--- config.mk ---
export PLATFORM = sky130hd
export DESIGN_NAME = usb_host_td_buffer_walker
export DESIGN_NICKNAME = d
export VERILOG_FILES = /design/src/rtl/td_walker_pkg.sv /design/src/rtl/page_addr_gen.sv /design/src/rtl/usb_host_td_buffer_walker.sv
export SDC_FILE = /design/constraint.sdc
export NUM_CORES = 1
export LEC_CHECK = 0
export ABC_AREA = 0
export BUFFER_PORTS_ARGS = -buffer_cell sky130_fd_sc_hd__buf_2
export CAP_MARGIN = 20
export CORE_ASPECT_RATIO = 0.7
export CORE_MARGIN = 2
export CORE_UTILIZATION = 40
export DETAILED_ROUTE_END_ITERATION = 7
export PLACE_DENSITY_LB_ADDON = 0.1
export SYNTH_ARGS = -nofsm -noshare
export SYNTH_HDL_FRONTEND = slang
export SYNTH_SLANG_ARGS = --single-unit
--- constraint.sdc ---
create_clock -name I_CORE_CLK -period 5.2 [get_ports I_CORE_CLK]
set_input_delay 0 -clock I_CORE_CLK [delete_from_list [all_inputs] [get_ports I_CORE_CLK]]
set_output_delay 0 -clock I_CORE_CLK [all_outputs]
set_load 0.05 [all_outputs]
--- src/rtl/td_walker_pkg.sv ---
// Constants and state codes for the transfer descriptor buffer walker.
// Assumes byte-addressed 32-bit system memory and 32-byte-aligned descriptors.
package td_walker_pkg;

    // ************************************************
    // Memory layout
    // ************************************************
    localparam int              ADDR_W       = 32;
    localparam int              OFFSET_BITS  = 12;
    localparam int              DESC_ALIGN   = 5;
    localparam logic [11:0]     OFFSET_LAST  = 12'hFFF;
    localparam logic [11:0]     OFFSET_RST   = 12'h000;

    // ************************************************
    // Descriptor kinds and link pointer fields
    // ************************************************
    localparam logic            KIND_SITD    = 1'b0;
    localparam logic            KIND_QTD     = 1'b1;
    localparam int              LINK_T_BIT   = 0;
    localparam int              LINK_TYP_LSB = 1;
    localparam logic [1:0]      TYP_SITD     = 2'h2;

    // ************************************************
    // Split isochronous descriptor dword positions
    // ************************************************
    localparam logic [2:0]      SITD_LAST_IDX  = 3'h6;
    localparam logic [2:0]      SITD_RES_IDX   = 3'h3;
    localparam logic [2:0]      SITD_PTR_IDX   = 3'h4;
    localparam logic [2:0]      SITD_PAGES     = 3'h2;
    localparam int              SITD_BYTES_LSB = 16;
    localparam int              SITD_BYTES_W   = 10;

    // ************************************************
    // Queue transfer descriptor dword positions
    // ************************************************
    localparam logic [2:0]      QTD_LAST_IDX   = 3'h7;
    localparam logic [2:0]      QTD_RES_IDX    = 3'h2;
    localparam logic [2:0]      QTD_PTR_IDX    = 3'h3;
    localparam logic [2:0]      QTD_PAGES      = 3'h5;
    localparam int              QTD_BYTES_LSB  = 16;
    localparam int              QTD_BYTES_W    = 15;
    localparam int              QTD_CPAGE_LSB  = 12;
    localparam logic [14:0]     QTD_MAX_BYTES  = 15'h5000;

    // ************************************************
    // Status byte
    // ************************************************
    localparam int              ST_ACTIVE      = 7;
    localparam int              ST_HALTED      = 6;
    localparam int              ST_BUF_ERR     = 5;

    typedef enum logic [2:0] {
        ST_IDLE    = 3'b000,
        ST_FETCH   = 3'b001,
        ST_CHECK   = 3'b010,
        ST_EXEC    = 3'b011,
        ST_WB_RES  = 3'b100,
        ST_WB_PAGE = 3'b101,
        ST_NEXT    = 3'b110
    } walk_state_e;

endpackage

--- src/rtl/page_addr_gen.sv ---
// Registered byte address former: page pointer entry joined with page offset.
// Assumes the page list, index and offset are presented as next-cycle values.
module page_addr_gen #(
    parameter int PAGES = 5
) (
    input  wire logic                  i_clk,
    input  wire logic                  i_rst_b,
    input  wire logic [PAGES-1:0][31:0] i_page_list,
    input  wire logic [2:0]            i_cpage,
    input  wire logic [11:0]           i_offset,
    output logic      [31:0]           o_addr
);

    typedef struct packed {
        logic [31:0] addr;
    } addr_state_s;

    addr_state_s st;
    addr_state_s next_st;

    always_comb
    begin
        next_st = st;
        // Out-of-range index holds the last good address
        if (32'(i_cpage) < PAGES)
        begin
            next_st.addr = {i_page_list[i_cpage][31:12], i_offset};
        end
    end

    always_ff @(posedge i_clk)
    begin
        if (!i_rst_b)
        begin
            st <= '0;
        end
        else
        begin
            st <= next_st;
        end
    end

    assign o_addr = st.addr;

endmodule

--- src/rtl/usb_host_td_buffer_walker.sv ---
// Descriptor fetch, page-list walk and result write-back for split iso and qTD.
// Assumes one memory master port with level request / one-cycle acknowledge,
// and a transaction engine on the same clock consuming one byte per pulse.
//
// Function
// - Full-speed iso traffic through the translator is run from split iso descriptors.
// - First dword of a split iso descriptor is the next link pointer.
// - Bytes 04-0B are static endpoint state; 0C-13 hold written-back results.
// - Next structure may be prefetched early, but executed only after completion.
// - Five pointers allow 20K with zero offset; 16K works at any alignment. The code sets buf_err on a byte at offset FFF of the last page.
// - Current-page index selects the pointer entry giving the start address.
// - Every physical page uses its own pointer, even when pages are adjacent.
// - Page crossing increments current-page index and takes the next pointer automatically.
// - Upper 20 pointer bits give the page; entry zero is the starting page for split iso.
module usb_host_td_buffer_walker (
    input  wire logic        I_CORE_CLK,
    input  wire logic        I_RST_B,
    input  wire logic        I_SCHED_START,
    input  wire logic        I_SCHED_KIND,
    input  wire logic [31:0] I_SCHED_LINK,
    output logic             O_MEM_RD_REQ,
    output logic             O_MEM_WR_REQ,
    output logic      [31:0] O_MEM_ADDR,
    output logic      [31:0] O_MEM_WR_DATA,
    input  wire logic        I_MEM_RD_ACK,
    input  wire logic [31:0] I_MEM_RD_DATA,
    input  wire logic        I_MEM_WR_ACK,
    output logic             O_XFER_START,
    output logic             O_XFER_KIND,
    output logic      [14:0] O_XFER_BYTES,
    output logic      [31:0] O_BUF_ADDR,
    output logic             O_BUF_ERR,
    input  wire logic        I_ENG_BYTE,
    input  wire logic        I_ENG_DONE,
    input  wire logic [7:0]  I_ENG_STATUS,
    output logic             O_CHAIN_DONE,
    output logic             O_BUSY
);

    // ************************************************
    // State
    // ************************************************
    typedef struct packed {
        td_walker_pkg::walk_state_e state;
        logic                       kind;
        logic [31:0]                desc_ptr;
        logic [2:0]                 idx;
        logic [7:0][31:0]           words;
        logic [2:0]                 cpage;
        logic [11:0]                offset;
        logic [14:0]                remain;
        logic                       buf_err;
        logic [7:0]                 status;
        logic                       pf_pending;
        logic                       pf_valid;
        logic [31:0]                pf_link;
        logic                       rd_req;
        logic                       wr_req;
        logic [31:0]                mem_addr;
        logic [31:0]                wr_data;
        logic                       xfer_start;
        logic [14:0]                xfer_bytes;
        logic                       chain_done;
        logic                       busy;
    } walker_state_s;

    walker_state_s         st;
    walker_state_s         next_st;
    logic [4:0][31:0]      next_pages;

    // ************************************************
    // Helpers
    // ************************************************
    function automatic logic [31:0] dword_addr(input logic [31:0] base, input logic [2:0] idx);
        dword_addr = base + {27'h0, idx, 2'b00};
    endfunction

    function automatic logic [31:0] link_base(input logic [31:0] link);
        link_base = {link[31:td_walker_pkg::DESC_ALIGN], {td_walker_pkg::DESC_ALIGN{1'b0}}};
    endfunction

    function automatic logic [2:0] page_count(input logic kind);
        page_count = (kind == td_walker_pkg::KIND_QTD) ? td_walker_pkg::QTD_PAGES : td_walker_pkg::SITD_PAGES;
    endfunction

    // ************************************************
    // Next-state logic
    // ************************************************
    always_comb
    begin
        next_st = st;
        next_st.xfer_start = 1'b0;
        next_st.chain_done = 1'b0;

        // Prefetch answer may land in any state but fetch
        if (st.rd_req && I_MEM_RD_ACK && st.state != td_walker_pkg::ST_FETCH)
        begin
            next_st.pf_link    = I_MEM_RD_DATA;
            next_st.pf_valid   = 1'b1;
            next_st.pf_pending = 1'b0;
            next_st.rd_req     = 1'b0;
        end

        unique case (st.state)
            td_walker_pkg::ST_IDLE:
            begin
                if (I_SCHED_START)
                begin
                    next_st.kind     = I_SCHED_KIND;
                    next_st.desc_ptr = link_base(I_SCHED_LINK);
                    next_st.pf_valid = 1'b0;
                    if (I_SCHED_LINK[td_walker_pkg::LINK_T_BIT])
                    begin
                        next_st.chain_done = 1'b1;
                    end
                    else
                    begin
                        next_st.idx      = 3'h0;
                        next_st.rd_req   = 1'b1;
                        next_st.mem_addr = link_base(I_SCHED_LINK);
                        next_st.state    = td_walker_pkg::ST_FETCH;
                    end
                end
            end
            td_walker_pkg::ST_FETCH:
            begin
                if (I_MEM_RD_ACK)
                begin
                    next_st.words[st.idx] = I_MEM_RD_DATA;
                    if (st.idx == ((st.kind == td_walker_pkg::KIND_QTD) ? td_walker_pkg::QTD_LAST_IDX
                                                                          : td_walker_pkg::SITD_LAST_IDX))
                    begin
                        next_st.rd_req = 1'b0;
                        next_st.state  = td_walker_pkg::ST_CHECK;
                    end
                    else
                    begin
                        next_st.idx      = st.idx + 3'h1;
                        next_st.mem_addr = dword_addr(st.desc_ptr, st.idx + 3'h1);
                    end
                end
            end
            td_walker_pkg::ST_CHECK:
            begin
                next_st.buf_err = 1'b0;
                if (st.kind == td_walker_pkg::KIND_QTD)
                begin
                    next_st.remain = st.words[td_walker_pkg::QTD_RES_IDX]
                                     [td_walker_pkg::QTD_BYTES_LSB +: td_walker_pkg::QTD_BYTES_W];
                    next_st.cpage  = st.words[td_walker_pkg::QTD_RES_IDX][td_walker_pkg::QTD_CPAGE_LSB +: 3];
                    next_st.offset = st.words[td_walker_pkg::QTD_PTR_IDX][11:0];
                    next_st.status = st.words[td_walker_pkg::QTD_RES_IDX][7:0];
                end
                else
                begin
                    next_st.remain = {5'h00, st.words[td_walker_pkg::SITD_RES_IDX]
                                     [td_walker_pkg::SITD_BYTES_LSB +: td_walker_pkg::SITD_BYTES_W]};
                    next_st.cpage  = 3'h0;
                    next_st.offset = st.words[td_walker_pkg::SITD_PTR_IDX][11:0];
                    next_st.status = st.words[td_walker_pkg::SITD_RES_IDX][7:0];
                end
                if (!next_st.status[td_walker_pkg::ST_ACTIVE])
                begin
                    next_st.state = td_walker_pkg::ST_NEXT;
                end
                else if (next_st.remain > td_walker_pkg::QTD_MAX_BYTES ||
                         next_st.cpage >= page_count(st.kind))
                begin
                    // Refused: results written back halted, nothing executed
                    next_st.buf_err = 1'b1;
                    next_st.state   = td_walker_pkg::ST_WB_RES;
                end
                else
                begin
                    next_st.xfer_start = 1'b1;
                    next_st.xfer_bytes = next_st.remain;
                    next_st.pf_pending = !st.words[0][td_walker_pkg::LINK_T_BIT];
                    next_st.state      = td_walker_pkg::ST_EXEC;
                end
            end
            td_walker_pkg::ST_EXEC:
            begin
                // Early read of the next structure's link dword only
                if (st.pf_pending && !st.rd_req && !st.pf_valid)
                begin
                    next_st.rd_req   = 1'b1;
                    next_st.mem_addr = link_base(st.words[0]);
                end
                if (I_ENG_BYTE)
                begin
                    if (st.remain == 15'h0000)
                    begin
                        next_st.buf_err = 1'b1;
                    end
                    else
                    begin
                        next_st.remain = st.remain - 15'h0001;
                    end
                    if (st.offset == td_walker_pkg::OFFSET_LAST)
                    begin
                        next_st.offset = td_walker_pkg::OFFSET_RST;
                        if (st.cpage + 3'h1 >= page_count(st.kind))
                        begin
                            next_st.buf_err = 1'b1;
                        end
                        else
                        begin
                            next_st.cpage = st.cpage + 3'h1;
                        end
                    end
                    else
                    begin
                        next_st.offset = st.offset + 12'h001;
                    end
                end
                if (I_ENG_DONE)
                begin
                    next_st.status = I_ENG_STATUS;
                    next_st.state  = td_walker_pkg::ST_WB_RES;
                end
            end
            td_walker_pkg::ST_WB_RES:
            begin
                if (!st.wr_req && !st.rd_req)
                begin
                    next_st.wr_req   = 1'b1;
                    next_st.status[td_walker_pkg::ST_ACTIVE] = 1'b0;
                    next_st.status[td_walker_pkg::ST_HALTED] = st.status[td_walker_pkg::ST_HALTED] | st.buf_err;
                    next_st.status[td_walker_pkg::ST_BUF_ERR] = st.status[td_walker_pkg::ST_BUF_ERR] | st.buf_err;
                    if (st.kind == td_walker_pkg::KIND_QTD)
                    begin
                        next_st.mem_addr = dword_addr(st.desc_ptr, td_walker_pkg::QTD_RES_IDX);
                        next_st.wr_data  = {st.words[td_walker_pkg::QTD_RES_IDX][31], st.remain,
                                            st.words[td_walker_pkg::QTD_RES_IDX][15], st.cpage,
                                            st.words[td_walker_pkg::QTD_RES_IDX][11:8], next_st.status};
                    end
                    else
                    begin
                        next_st.mem_addr = dword_addr(st.desc_ptr, td_walker_pkg::SITD_RES_IDX);
                        next_st.wr_data  = {st.words[td_walker_pkg::SITD_RES_IDX][31:26], st.remain[9:0],
                                            st.words[td_walker_pkg::SITD_RES_IDX][15:8], next_st.status};
                    end
                end
                else if (st.wr_req && I_MEM_WR_ACK)
                begin
                    next_st.wr_req = 1'b0;
                    next_st.state  = td_walker_pkg::ST_WB_PAGE;
                end
            end
            td_walker_pkg::ST_WB_PAGE:
            begin
                if (!st.wr_req)
                begin
                    next_st.wr_req   = 1'b1;
                    next_st.mem_addr = dword_addr(st.desc_ptr, (st.kind == td_walker_pkg::KIND_QTD)
                                                  ? td_walker_pkg::QTD_PTR_IDX : td_walker_pkg::SITD_PTR_IDX);
                    next_st.wr_data  = {st.words[(st.kind == td_walker_pkg::KIND_QTD) ? td_walker_pkg::QTD_PTR_IDX
                                        : td_walker_pkg::SITD_PTR_IDX][31:12], st.offset};
                end
                else if (I_MEM_WR_ACK)
                begin
                    next_st.wr_req = 1'b0;
                    next_st.state  = td_walker_pkg::ST_NEXT;
                end
            end
            td_walker_pkg::ST_NEXT:
            begin
                next_st.pf_valid   = 1'b0;
                next_st.pf_pending = 1'b0;
                if (st.words[0][td_walker_pkg::LINK_T_BIT] || (st.kind == td_walker_pkg::KIND_SITD &&
                    st.words[0][td_walker_pkg::LINK_TYP_LSB +: 2] != td_walker_pkg::TYP_SITD))
                begin
                    next_st.chain_done = 1'b1;
                    next_st.state      = td_walker_pkg::ST_IDLE;
                end
                else
                begin
                    next_st.desc_ptr = link_base(st.words[0]);
                    next_st.rd_req   = 1'b1;
                    next_st.state    = td_walker_pkg::ST_FETCH;
                    // Reuse the prefetched link dword, skip its re-read
                    if (st.pf_valid)
                    begin
                        next_st.words[0] = st.pf_link;
                        next_st.idx      = 3'h1;
                        next_st.mem_addr = dword_addr(link_base(st.words[0]), 3'h1);
                    end
                    else
                    begin
                        next_st.idx      = 3'h0;
                        next_st.mem_addr = link_base(st.words[0]);
                    end
                end
            end
            default:
            begin
                next_st.state = td_walker_pkg::ST_IDLE;
            end
        endcase

        next_st.busy = (next_st.state != td_walker_pkg::ST_IDLE);
    end

    always_ff @(posedge I_CORE_CLK)
    begin
        if (!I_RST_B)
        begin
            st <= '0;
        end
        else
        begin
            st <= next_st;
        end
    end

    // ************************************************
    // Page list in entry order for the address former
    // ************************************************
    always_comb
    begin
        if (next_st.kind == td_walker_pkg::KIND_QTD)
        begin
            next_pages = next_st.words[7:3];
        end
        else
        begin
            next_pages = {96'h0, next_st.words[5], next_st.words[4]};
        end
    end

    page_addr_gen #(
        .PAGES (5)
    ) u_page_addr (
        .i_clk       (I_CORE_CLK),
        .i_rst_b     (I_RST_B),
        .i_page_list (next_pages),
        .i_cpage     (next_st.cpage),
        .i_offset    (next_st.offset),
        .o_addr      (O_BUF_ADDR)
    );

    assign O_MEM_RD_REQ  = st.rd_req;
    assign O_MEM_WR_REQ  = st.wr_req;
    assign O_MEM_ADDR    = st.mem_addr;
    assign O_MEM_WR_DATA = st.wr_data;
    assign O_XFER_START  = st.xfer_start;
    assign O_XFER_KIND   = st.kind;
    assign O_XFER_BYTES  = st.xfer_bytes;
    assign O_BUF_ERR     = st.buf_err;
    assign O_CHAIN_DONE  = st.chain_done;
    assign O_BUSY        = st.busy;

endmodule

==> flow_summary_export.csv, run 1 <==
group,metric,value,unit
global_routing,grt_max_degree,164,
power,p_leak,0.00814,µW
cells_and_area,fin_area,23100,µm²
logic_synthesis,synth_sequential_area_ratio,40.1,%
clock_network,ctsLongestPathBuffers,3,
worst_setup_path,worst-r2r-cell-count,7,
worst_hold_path,hold_path_class,"input port to register",
clock_network,cts_post_setup_buffers_inserted,0,
routing,routed-via-count,19700,
place,number_of_cells_after_detailed_placement,3235,
run_status,result_of_the_run,"finished, final reports clean",
logic_synthesis,synthesis.nets,2743,
global_routing,grt.met3_usage,5.05,%
worst_hold_path,worstHoldPathCells,3,
clock_network,post_cts_resize_count,0,
worst_setup_path,worst_setup_path_start_kind,"register",
logic_synthesis,syn_area,20200,µm²
clock_network,cts_inserted_buffers,42,
place,dp_hpwl,48500,µm
routing,drc,0,
power,total_power,6860,µW
floorplanning,die_width,273,µm
sta,timing_worst_slew_pin_value,1.15,ns
floorplanning,initial_core_util,40.7,%
sta,setup-violations-final,0,
worst_setup_path,worst-r2r-setup-slack,1.24,ns
global_routing,grt_first_pass_wirelength,110000,µm
cells_and_area,fillCellCount,4972,
worst_hold_path,hp-start,"I_SCHED_START",
routing,drtPass1Iterations,6,
logic_synthesis,synth_enable_flop_cells,0,
global_routing,grt_use_total,26.8,%
global_routing,grt_antenna_before_repair,1,
sta,unrepaired_setup_endpoints_after_global_routing,"false",
power,power.switching_fraction,25.6,%
floorplanning,fp.dieArea,52400,µm²
worst_setup_path,worst-path-max-fanout,29,
power,power_per_cell_area,298,nW/µm²
sta,finalMaxSlewViolations,0,
power,power.share.sequential,46.8,%
worst_setup_path,r2r_end,"u_page_addr.o_addr[27]",
floorplanning,die_height,192,µm
power,internal_power,5110,µW
sta,finalWorstPathRequiredPeriod,3.96,ns
power,clkPwrFrac,44.5,%
place,post_dp_cell_area,20800,µm²
global_routing,grt.met1_usage,40.5,%
worst_hold_path,hold_path_sink,"st[431]",
routing,wirelength,72600,µm
logic_synthesis,ys_dominant_reg_cell,"sky130_fd_sc_hd__dfxtp_1",
worst_setup_path,setup.worst_path.end_class,"register",
global_routing,grt_busiest_layer,"met1",
logic_synthesis,ys_ff_latch,405,
power,peakVddDrop,0.000212,V
logic_synthesis,synth.distinct_cells,80,
routing,drt_iter0_drc,2153,
job,max-cap-violations,0,
clock_network,clk_transition_reported_paths,0.07,ns
logic_synthesis,ys_warn_count,0,
place,placement.io_buffers,192,
clock_network,ctsRootBufferMaster,"sky130_fd_sc_hd__clkbuf_16",
worst_setup_path,worst_ep_arrival_time,4.43,ns
floorplanning,core_region_area,49600,µm²
clock_network,htree_levels,2,
cells_and_area,final_core_util,46.5,%
logic_synthesis,post_synth_inst_count,2655,
cells_and_area,finish.cell_count_without_fillers,3393,
power,pwr-share-comb,8.7,%
global_routing,first_global_vias,18000,
sta,finalSetupTns,0,ns
sta,final_min_period_over_clock_period,76.1,%
logic_synthesis,asyncSetResetFlopFracSynth,0,%
floorplanning,placement_rows,68,
routing,drtAntennaViolNets,0,
worst_setup_path,timing.rr.start,"st[450]",
cells_and_area,area_growth_syn_to_layout,14.1,%
clock_network,insertion_delay,0.58,ns
clock_network,cts_num_sinks,405,
worst_setup_path,timing_worst_setup_path_type,"register to register",
global_routing,leftover_overflow_at_the_end_of_global_routing,0,
global_routing,grt_use_met2,38.5,%
worst_setup_path,worst_ep_required_time,5.67,ns
sta,finalHoldViolCount,0,
routing,dr_wl_cell,21.4,µm
routing,routed_via_density,5.80,
clock_network,cts_tree,"yes",
logic_synthesis,average_cell_area_after_synthesis,7.61,µm²
place,place_congestion,0.901,
power,total_switching_power,1760,µW
floorplanning,ios,198,
cells_and_area,final_layout_size_suffix_gt1_share,12.5,%
cells_and_area,finish.net_count,2786,
sta,skew,0.0212,ns
sta,max-slew-margin-rel,23.2,%
clock_network,postCtsHoldBufs,81,
sta,maxClockFrequency,253,MHz
==> cell families after synthesis <==
kind of cell               Yosys count  synth area share [%]
and+or+nand+nor                   1101                  24.3
AOI/OAI and AO/OA                  726                  22.7
DFF                                405                  40.1
buffers and inverters              326                  7.95
muxes                               72                  3.66
xor gates and xnor gates            16                 0.694
adders and majority gates            8                 0.495
other                                1                0.0186
==> layout make-up <==
class	instances	area [µm²]	area share, %
multi-input cells	1924	10600	45.8
flip-flops and latches	405	8110	35.2
repair buffers	316	2150	9.31
clock buffers	63	1250	5.43
well taps	665	832	3.61
clock inverters	10	104	0.451
inverters	9	41.3	0.179
diodes	1	2.50	0.0109
==> cells in the final DEF (no fill, tap or decap), types with 12 or more instances in the layout <==
cell	synthesis	routed
sky130_fd_sc_hd__o2111ai_1	23	23
sky130_fd_sc_hd__nand2b_1	12	12
sky130_fd_sc_hd__buf_2	37	192
sky130_fd_sc_hd__nand4_1	13	13
sky130_fd_sc_hd__dlygate4sd3_1	0	81
sky130_fd_sc_hd__buf_4	81	39
sky130_fd_sc_hd__nand3_1	83	83
sky130_fd_sc_hd__o22ai_1	52	52
sky130_fd_sc_hd__nor2_1	245	242
sky130_fd_sc_hd__o211ai_1	29	29
sky130_fd_sc_hd__mux2i_1	66	66
sky130_fd_sc_hd__a22oi_1	38	38
sky130_fd_sc_hd__dfxtp_1	405	404
sky130_fd_sc_hd__a21oi_1	363	362
sky130_fd_sc_hd__clkbuf_16	0	43
sky130_fd_sc_hd__or3_1	66	66
sky130_fd_sc_hd__a211oi_1	59	59
sky130_fd_sc_hd__nand2_1	534	534
sky130_fd_sc_hd__a41oi_1	19	19
sky130_fd_sc_hd__and3_1	14	14
sky130_fd_sc_hd__a311oi_1	41	41
sky130_fd_sc_hd__nor3_1	48	45
sky130_fd_sc_hd__and2_1	18	17
sky130_fd_sc_hd__nand3b_1	22	22
sky130_fd_sc_hd__o21ai_0	33	33
==> synthesized netlist by cell type, drive strengths merged (10+ instances only) <==
cell type  instances  area, µm²
clkbuf           183        689
o21ai             37        196
a211oi            60        455
buf              134        883
a22oi             38        285
or3               66        413
o2111ai           23        201
nand4             14        103
nand2b            12       75.1
o211ai            30        239
nand2            535       2010
and2              18        113
nand3b            22        165
nor4              11       96.3
o22ai             52        325
and3              14       87.6
nor3              49        257
mux2i             67        683
dfxtp            405       8110
nand3             83        415
a41oi             19        166
a21oi            365       1830
nor2             248        943
o22a              10       87.6
a311oi            41        359
==> worst max path at each step <==
stage                           start                endpoint  slack, ns  cells after the start
after floorplan           O_XFER_KIND  u_page_addr.o_addr[12]       1.95                     11
after global placement        st[450]  u_page_addr.o_addr[22]       1.42                      7
after detailed placement      st[450]  u_page_addr.o_addr[27]       1.34                      7
after CTS                     st[450]  u_page_addr.o_addr[27]       1.30                      7
after global routing          st[450]  u_page_addr.o_addr[16]       0.97                      7
final                         st[450]  u_page_addr.o_addr[27]       1.24                      7
==> metal layers <==
| metal | routed length [µm] | part of all wire, % | vias to the layer above |
|---|---|---|---|
| met4 | 1640 | 2.3 | 0 |
| met3 | 6410 | 8.8 | 89 |
| met2 | 30100 | 41 | 848 |
| met5 | 0 | 0 | - |
| met1 | 34500 | 47 | 9326 |
| li1 | - | - | 9415 |
==> through the flow <==
step           worst slack, ns  hold slack [ns]
2_1_floorplan             1.95            0.136
3_3_place_gp              1.42            0.265
3_5_place_dp              1.34            0.276
4_1_cts                   1.30         0.000581
5_1_grt                  0.973           0.0434
6_report                  1.24           0.0379
==> critical path, cell delays in order, from the launching register on <==
cell,delay [ns]
sky130_fd_sc_hd__dfxtp_1,0.73
sky130_fd_sc_hd__clkinv_1,0.67
sky130_fd_sc_hd__or2_2,0.77
sky130_fd_sc_hd__nand2_1,0.23
sky130_fd_sc_hd__o211ai_4,0.17
sky130_fd_sc_hd__nor3_4,0.79
sky130_fd_sc_hd__o2111ai_1,0.21
sky130_fd_sc_hd__a41oi_1,0.27
==> state kept, by name, indices dropped and copies added (netlist names) <==
signal,cells
O_BUF_ERR,1
O_BUSY,1
O_CHAIN_DONE,1
O_MEM_ADDR,31
O_MEM_RD_REQ,1
O_MEM_WR_DATA,32
O_MEM_WR_REQ,1
O_XFER_BYTES,15
O_XFER_KIND,1
O_XFER_START,1
st,288
u_page_addr.o_addr,32
==> power by group through the flow <==
stage | Sequential [µW] | Clock (µW) | Combinational (µW)
after detailed placement | 3280 | 0 | 539
after CTS | 3210 | 3110 | 588
after floorplan | 3260 | 0 | 390
after global routing | 3220 | 3240 | 641
final | 3210 | 3050 | 595
after global placement | 3280 | 0 | 533
Power figures use the tool's default switching activity.
==> inputs of run 2 (changes only) <==
clock period = 3.5 ns   (was 5.2 ns; I/O delays follow)
==> flow_summary_export.csv, run 2 (same netlist as run 1, synthesis figures left out) <==
group,metric,value,unit
global_routing,grt_max_degree,132,
power,power_per_cell_area,467,nW/µm²
sta,final_min_period_over_clock_period,93.1,%
power,p_leak,0.00840,µW
cells_and_area,final_cell_mix,"sky130_fd_sc_hd__nand2_1 (534), sky130_fd_sc_hd__dfxtp_1 (404), sky130_fd_sc_hd__a21oi_1 (362)",
cells_and_area,finish.net_count,2815,
floorplanning,die_width,273,µm
floorplanning,fp.dieArea,52400,µm²
worst_setup_path,cp_slowest_cell,"sky130_fd_sc_hd__dfxtp_1",
routing,wirelength,73400,µm
clock_network,cts_tree,"yes",
power,total_power,11000,µW
floorplanning,core_region_area,49600,µm²
worst_setup_path,timing_worst_setup_path_type,"register to register",
worst_setup_path,setup.worst_path.end_class,"register",
routing,wl_met3,6260,µm
place,pre_cts_slack,0.254,ns
sta,timing_worst_slew_pin_value,0.962,ns
sta,max-slew-margin-rel,35.7,%
worst_setup_path,worst_setup_path_start_kind,"register",
sta,setup_ws,0.241,ns
sta,unrepaired_setup_endpoints_after_global_routing,"false",
sta,setup-violations-final,0,
cells_and_area,n_antenna_cell,0,
routing,routed-via-count,19900,
cells_and_area,area_growth_syn_to_layout,16.3,%
floorplanning,placement_rows,68,
worst_setup_path,timing.critical_path.max_delay_family,"compound AO/OA/AOI/OAI gates",
routing,dr_wl_cell,21.5,µm
sta,fin_hold_ws,0.0257,ns
floorplanning,initial_core_util,40.7,%
worst_hold_path,worstHoldPathCells,3,
job,max-cap-violations,0,
global_routing,grt_use_total,27.2,%
worst_hold_path,hold_path_class,"input port to register",
sta,maxClockFrequency,307,MHz
clock_network,cts_num_sinks,405,
routing,highest_layer,"met4",
cells_and_area,layout_commonest_cell,"sky130_fd_sc_hd__nand2_1",
cells_and_area,largest-register,"st",
routing,drtAntennaViolNets,0,
sta,finalMaxSlewViolations,0,
worst_setup_path,worstPathCellList,"ha_1, xor2_1, ha_1, a21oi_1, o21ai_0, nor4_2, a211o_1, mux2i_4, buf_4, o2111ai_1, a41oi_1",
global_routing,grt_first_pass_wirelength,111000,µm
routing,drt_iter0_drc,2129,
routing,drc,0,
clock_network,clk_transition_reported_paths,0.06,ns
worst_setup_path,worst-r2r-setup-slack,0.24,ns
routing,drtPass1Iterations,5,
place,dp_hpwl,50500,µm
clock_network,post_cts_resize_count,0,
worst_setup_path,crit_path_largest_cell_delay,0.41,ns
floorplanning,die_height,192,µm
global_routing,first_global_vias,17900,
clock_network,ctsRootBufferMaster,"sky130_fd_sc_hd__clkbuf_16",
cells_and_area,largest_register_ff_count,288,
global_routing,grt_antenna_before_repair,0,
cells_and_area,final_layout_size_suffix_gt1_share,13.9,%
sta,finalSetupTns,0,ns
worst_setup_path,worst_ep_arrival_time,3.75,ns
worst_setup_path,worst_ep_required_time,3.99,ns
place,place_congestion,0.910,
routing,met1_wl,35100,µm
worst_setup_path,combined_buffer_and_inverter_count_along_the_critical_path,1,
power,peakVddDrop,0.000280,V
cells_and_area,fillCellCount,4940,
clock_network,insertion_delay,0.58,ns
routing,routed_via_density,5.81,
sta,finalHoldViolCount,0,
clock_network,cts_inserted_buffers,45,
worst_setup_path,worst-r2r-cell-count,11,
worst_setup_path,worst-path-max-fanout,20,
global_routing,leftover_overflow_at_the_end_of_global_routing,0,
floorplanning,ios,198,
sta,finalWorstPathRequiredPeriod,3.26,ns
worst_setup_path,timing.critical_path.mode_cell,"sky130_fd_sc_hd__ha_1",
cells_and_area,final_core_util,47.4,%
routing,wl_met2,29900,µm
place,placement.io_buffers,192,
run_status,result_of_the_run,"finished, final reports clean",
worst_setup_path,worstSetupPathDepth,11,
clock_network,htree_levels,2,
sta,skew,0.0209,ns
clock_network,ctsLongestPathBuffers,3,
run 2: final timing paths:
check,start,to
min,I_SCHED_START,st[116]
min reg2reg,O_MEM_ADDR[18],O_MEM_ADDR[18]
max reg2reg,st[155],u_page_addr.o_addr[15]
max,st[155],u_page_addr.o_addr[15]
run 2: area by class of cell:
class	instances	area (µm²)	share of cell area, %
multi-input cells	1924	10600	44.9
flip-flops and latches	405	8110	34.5
repair buffers	342	2330	9.91
clock buffers	58	1280	5.47
well taps	665	832	3.54
clock inverters	18	349	1.49
inverters	9	41.3	0.176
run 2: layer usage:
layer	vias to the layer above	track usage [%]
met5	-	0
met4	0	8.31
met3	130	4.61
met2	849	37.6
met1	9432	42.2
li1	9464	-
run 2: worst register-to-register path, stage by stage, from the launching register on:
cell,delay [ns]
sky130_fd_sc_hd__dfxtp_1,0.41
sky130_fd_sc_hd__ha_1,0.23
sky130_fd_sc_hd__xor2_1,0.16
sky130_fd_sc_hd__ha_1,0.26
sky130_fd_sc_hd__a21oi_1,0.18
sky130_fd_sc_hd__o21ai_0,0.19
sky130_fd_sc_hd__nor4_2,0.41
sky130_fd_sc_hd__a211o_1,0.31
sky130_fd_sc_hd__mux2i_4,0.26
sky130_fd_sc_hd__buf_4,0.31
sky130_fd_sc_hd__o2111ai_1,0.17
sky130_fd_sc_hd__a41oi_1,0.27
run 2: repair_timing:
item	4_1_cts	5_1_grt
setup buffers	0	1
setup endpoints to repair	0	13
endpoints found under the hold margin	291	0
hold buffers	74	0
run 2: report_power, final:
part           switching [µW]  leakage (µW)  internal (µW)
logic                     614       0.00432            290
clock network            2000      0.000801           3310
registers                78.2       0.00328           4690
run 2: through the flow:
stage	cell area, µm²	cells
after floorplan	20200	2655
after global placement	21100	3269
after detailed placement	21100	3269
after CTS	23500	3419
after global routing	23500	3421
final	23500	3421
==> inputs of run 3 (changes only) <==
ABC_AREA = 1   (was 0)
REMOVE_ABC_BUFFERS = 1   (was default)
SYNTH_HIERARCHICAL = 1   (was default)
==> flow_summary_export.csv, run 3 <==
group,metric,value,unit
run_status,result_of_the_run,"finished, final reports clean",
routing,routed_via_density,5.41,
sta,timing_worst_slew_pin_value,1.03,ns
floorplanning,ios,198,
floorplanning,die_height,192,µm
sta,max-slew-margin-rel,30.7,%
worst_setup_path,cp_slowest_cell,"sky130_fd_sc_hd__dfxtp_1",
worst_hold_path,hold_path_class,"input port to register",
place,number_of_cells_after_detailed_placement,3597,
cells_and_area,n_antenna_cell,0,
sta,fin_hold_ws,0.0737,ns
power,internal_power,7710,µW
cells_and_area,final_cell_mix,"sky130_fd_sc_hd__nor2_1 (521), sky130_fd_sc_hd__nand2_1 (449), sky130_fd_sc_hd__dfxtp_1 (404)",
power,power_per_cell_area,467,nW/µm²
worst_setup_path,worst_ep_arrival_time,3.68,ns
worst_setup_path,worst-r2r-cell-count,17,
place,placement.io_buffers,192,
routing,wirelength,72700,µm
sta,finalMaxSlewViolations,0,
logic_synthesis,average_cell_area_after_synthesis,6.77,µm²
clock_network,ctsLongestPathBuffers,3,
worst_setup_path,worstPathCellList,"ha_1, nand2_1, nor2_1, nand4_1, nor2_2, nand2_1, xnor2_1, nand2_1, nand3_1, buf_4, buf_4, nor2_1, nor2_1, o21ai_0, nand2_1, nor2_1, nor2_1",
routing,routed-via-count,20300,
power,power.share.sequential,45.4,%
cells_and_area,finish.cell_count_without_fillers,3747,
routing,drtPass1Iterations,5,
logic_synthesis,syn_area,20100,µm²
cells_and_area,area_growth_syn_to_layout,14.5,%
clock_network,cts_tree,"yes",
floorplanning,initial_core_util,40.7,%
clock_network,cts_inserted_buffers,43,
worst_setup_path,worst_setup_path_start_kind,"register",
power,pwr-share-comb,12.0,%
place,place_congestion,0.881,
floorplanning,placement_rows,68,
worst_setup_path,worst-path-max-fanout,26,
floorplanning,die_width,272,µm
routing,dr_wl_cell,19.4,µm
global_routing,grt_first_pass_wirelength,111000,µm
sta,finalHoldViolCount,0,
sta,unrepaired_setup_endpoints_after_global_routing,"false",
global_routing,leftover_overflow_at_the_end_of_global_routing,0,
sta,skew,0.0241,ns
sta,maxClockFrequency,315,MHz
cells_and_area,largest-register,"st",
worst_setup_path,timing_worst_setup_path_type,"register to register",
routing,drtAntennaViolNets,0,
cells_and_area,largest_register_ff_count,288,
power,peakVddDrop,0.000329,V
worst_hold_path,worstHoldPathCells,4,
worst_setup_path,timing.critical_path.mode_cell,"sky130_fd_sc_hd__nor2_1",
logic_synthesis,post_synth_inst_count,2974,
worst_setup_path,crit_path_largest_cell_delay,0.40,ns
global_routing,grt_max_degree,102,
floorplanning,core_region_area,49500,µm²
cells_and_area,final_layout_size_suffix_gt1_share,11.9,%
worst_setup_path,setup.worst_path.end_class,"register",
floorplanning,fp.dieArea,52200,µm²
worst_setup_path,worst_ep_required_time,4.00,ns
cells_and_area,finish.net_count,3143,
clock_network,clk_transition_reported_paths,0.06,ns
sta,setup-violations-final,0,
clock_network,htree_levels,2,
clock_network,cts_post_setup_buffers_inserted,0,
global_routing,first_global_vias,18500,
power,p_leak,0.0102,µW
sta,finalWorstPathRequiredPeriod,3.17,ns
power,power.switching_fraction,28.3,%
logic_synthesis,ys_warn_count,6,
global_routing,grt_antenna_before_repair,1,
power,total_power,10800,µW
power,total_switching_power,3050,µW
sta,final_min_period_over_clock_period,90.6,%
global_routing,grt_use_total,27.2,%
job,max-cap-violations,0,
power,clkPwrFrac,42.6,%
clock_network,ctsRootBufferMaster,"sky130_fd_sc_hd__clkbuf_16",
place,dp_hpwl,48000,µm
clock_network,cts_num_sinks,405,
routing,drt_iter0_drc,1860,
routing,drc,0,
cells_and_area,layout_commonest_cell,"sky130_fd_sc_hd__nor2_1",
clock_network,insertion_delay,0.58,ns
## run 3: changes by cell type in the layout (fill, tap and decap cells not counted), sizes merged, moves of 67 or more
cell and delta:
a21oi -124, nand2 -77, inv +238, o21ai +401
mux2i -67, nor2 +287, a31oi +84
## run 3: worst paths after layout
path / startpoint / to / slack (ns)
worst max-delay path: st[142] / u_page_addr/o_addr[25] / 0.33
worst min-delay path: I_SCHED_KIND / O_XFER_KIND / 0.07
worst max register to register: st[142] / u_page_addr/o_addr[25] / 0.33
worst min register to register: O_MEM_ADDR[1] / O_MEM_ADDR[1] / 0.44
## run 3: power by group through the flow
stage	Sequential, µW	Combinational (µW)	Clock, µW
2_1_floorplan	5130	548	0
3_3_place_gp	4990	1200	0
3_5_place_dp	4990	1210	0
4_1_cts	4890	1280	4670
5_1_grt	4900	1400	4870
6_report	4890	1290	4580
## run 3: through the flow
step	cell area [µm²]	setup TNS (ns)	setup slack [ns]	utilization (%)
3_3_place_gp	20900	0	0.352	42.3
5_1_grt	23100	0	0.0616	46.6
2_1_floorplan	18600	-59.49	-1.72	-
6_report	23100	0	0.327	46.6
4_1_cts	23100	0	0.196	46.6
3_5_place_dp	20900	0	0.222	42.3
## run 3: final cells by class
cell class | instances | area, µm²
inverters | 248 | 938
fillers | 5137 | 26500
well taps | 665 | 832
clock buffers | 65 | 1320
repair buffers | 321 | 2190
flip-flops and latches | 405 | 8110
multi-input cells | 2035 | 9630
clock inverters | 8 | 46.3
## run 3: per-layer routing
layer / part of all wire (%) / GRT usage (%)
met1: 48 / 39.8
met2: 42 / 41.0
met3: 7.6 / 4.35
met4: 2.4 / 8.09
met5: 0 / 0
## run 3: critical path: cells and delay by family (launching register included)
| kind | cells | cell delay (ns) |
|---|---|---|
| and+or+nand+nor | 12 | 1.58 |
| buffers and inverters | 2 | 0.67 |
| DFF | 1 | 0.40 |
| adders and majority gates | 1 | 0.19 |
| xor gates and xnor gates | 1 | 0.16 |
| AOI/OAI and AO/OA | 1 | 0.09 |
## run 3: timing repair
action                                  4_1_cts  5_1_grt
hold buffers                                 77        0
endpoints found under the setup margin        0       31
resized for setup                             0        3
hold endpoints to repair                    283        0
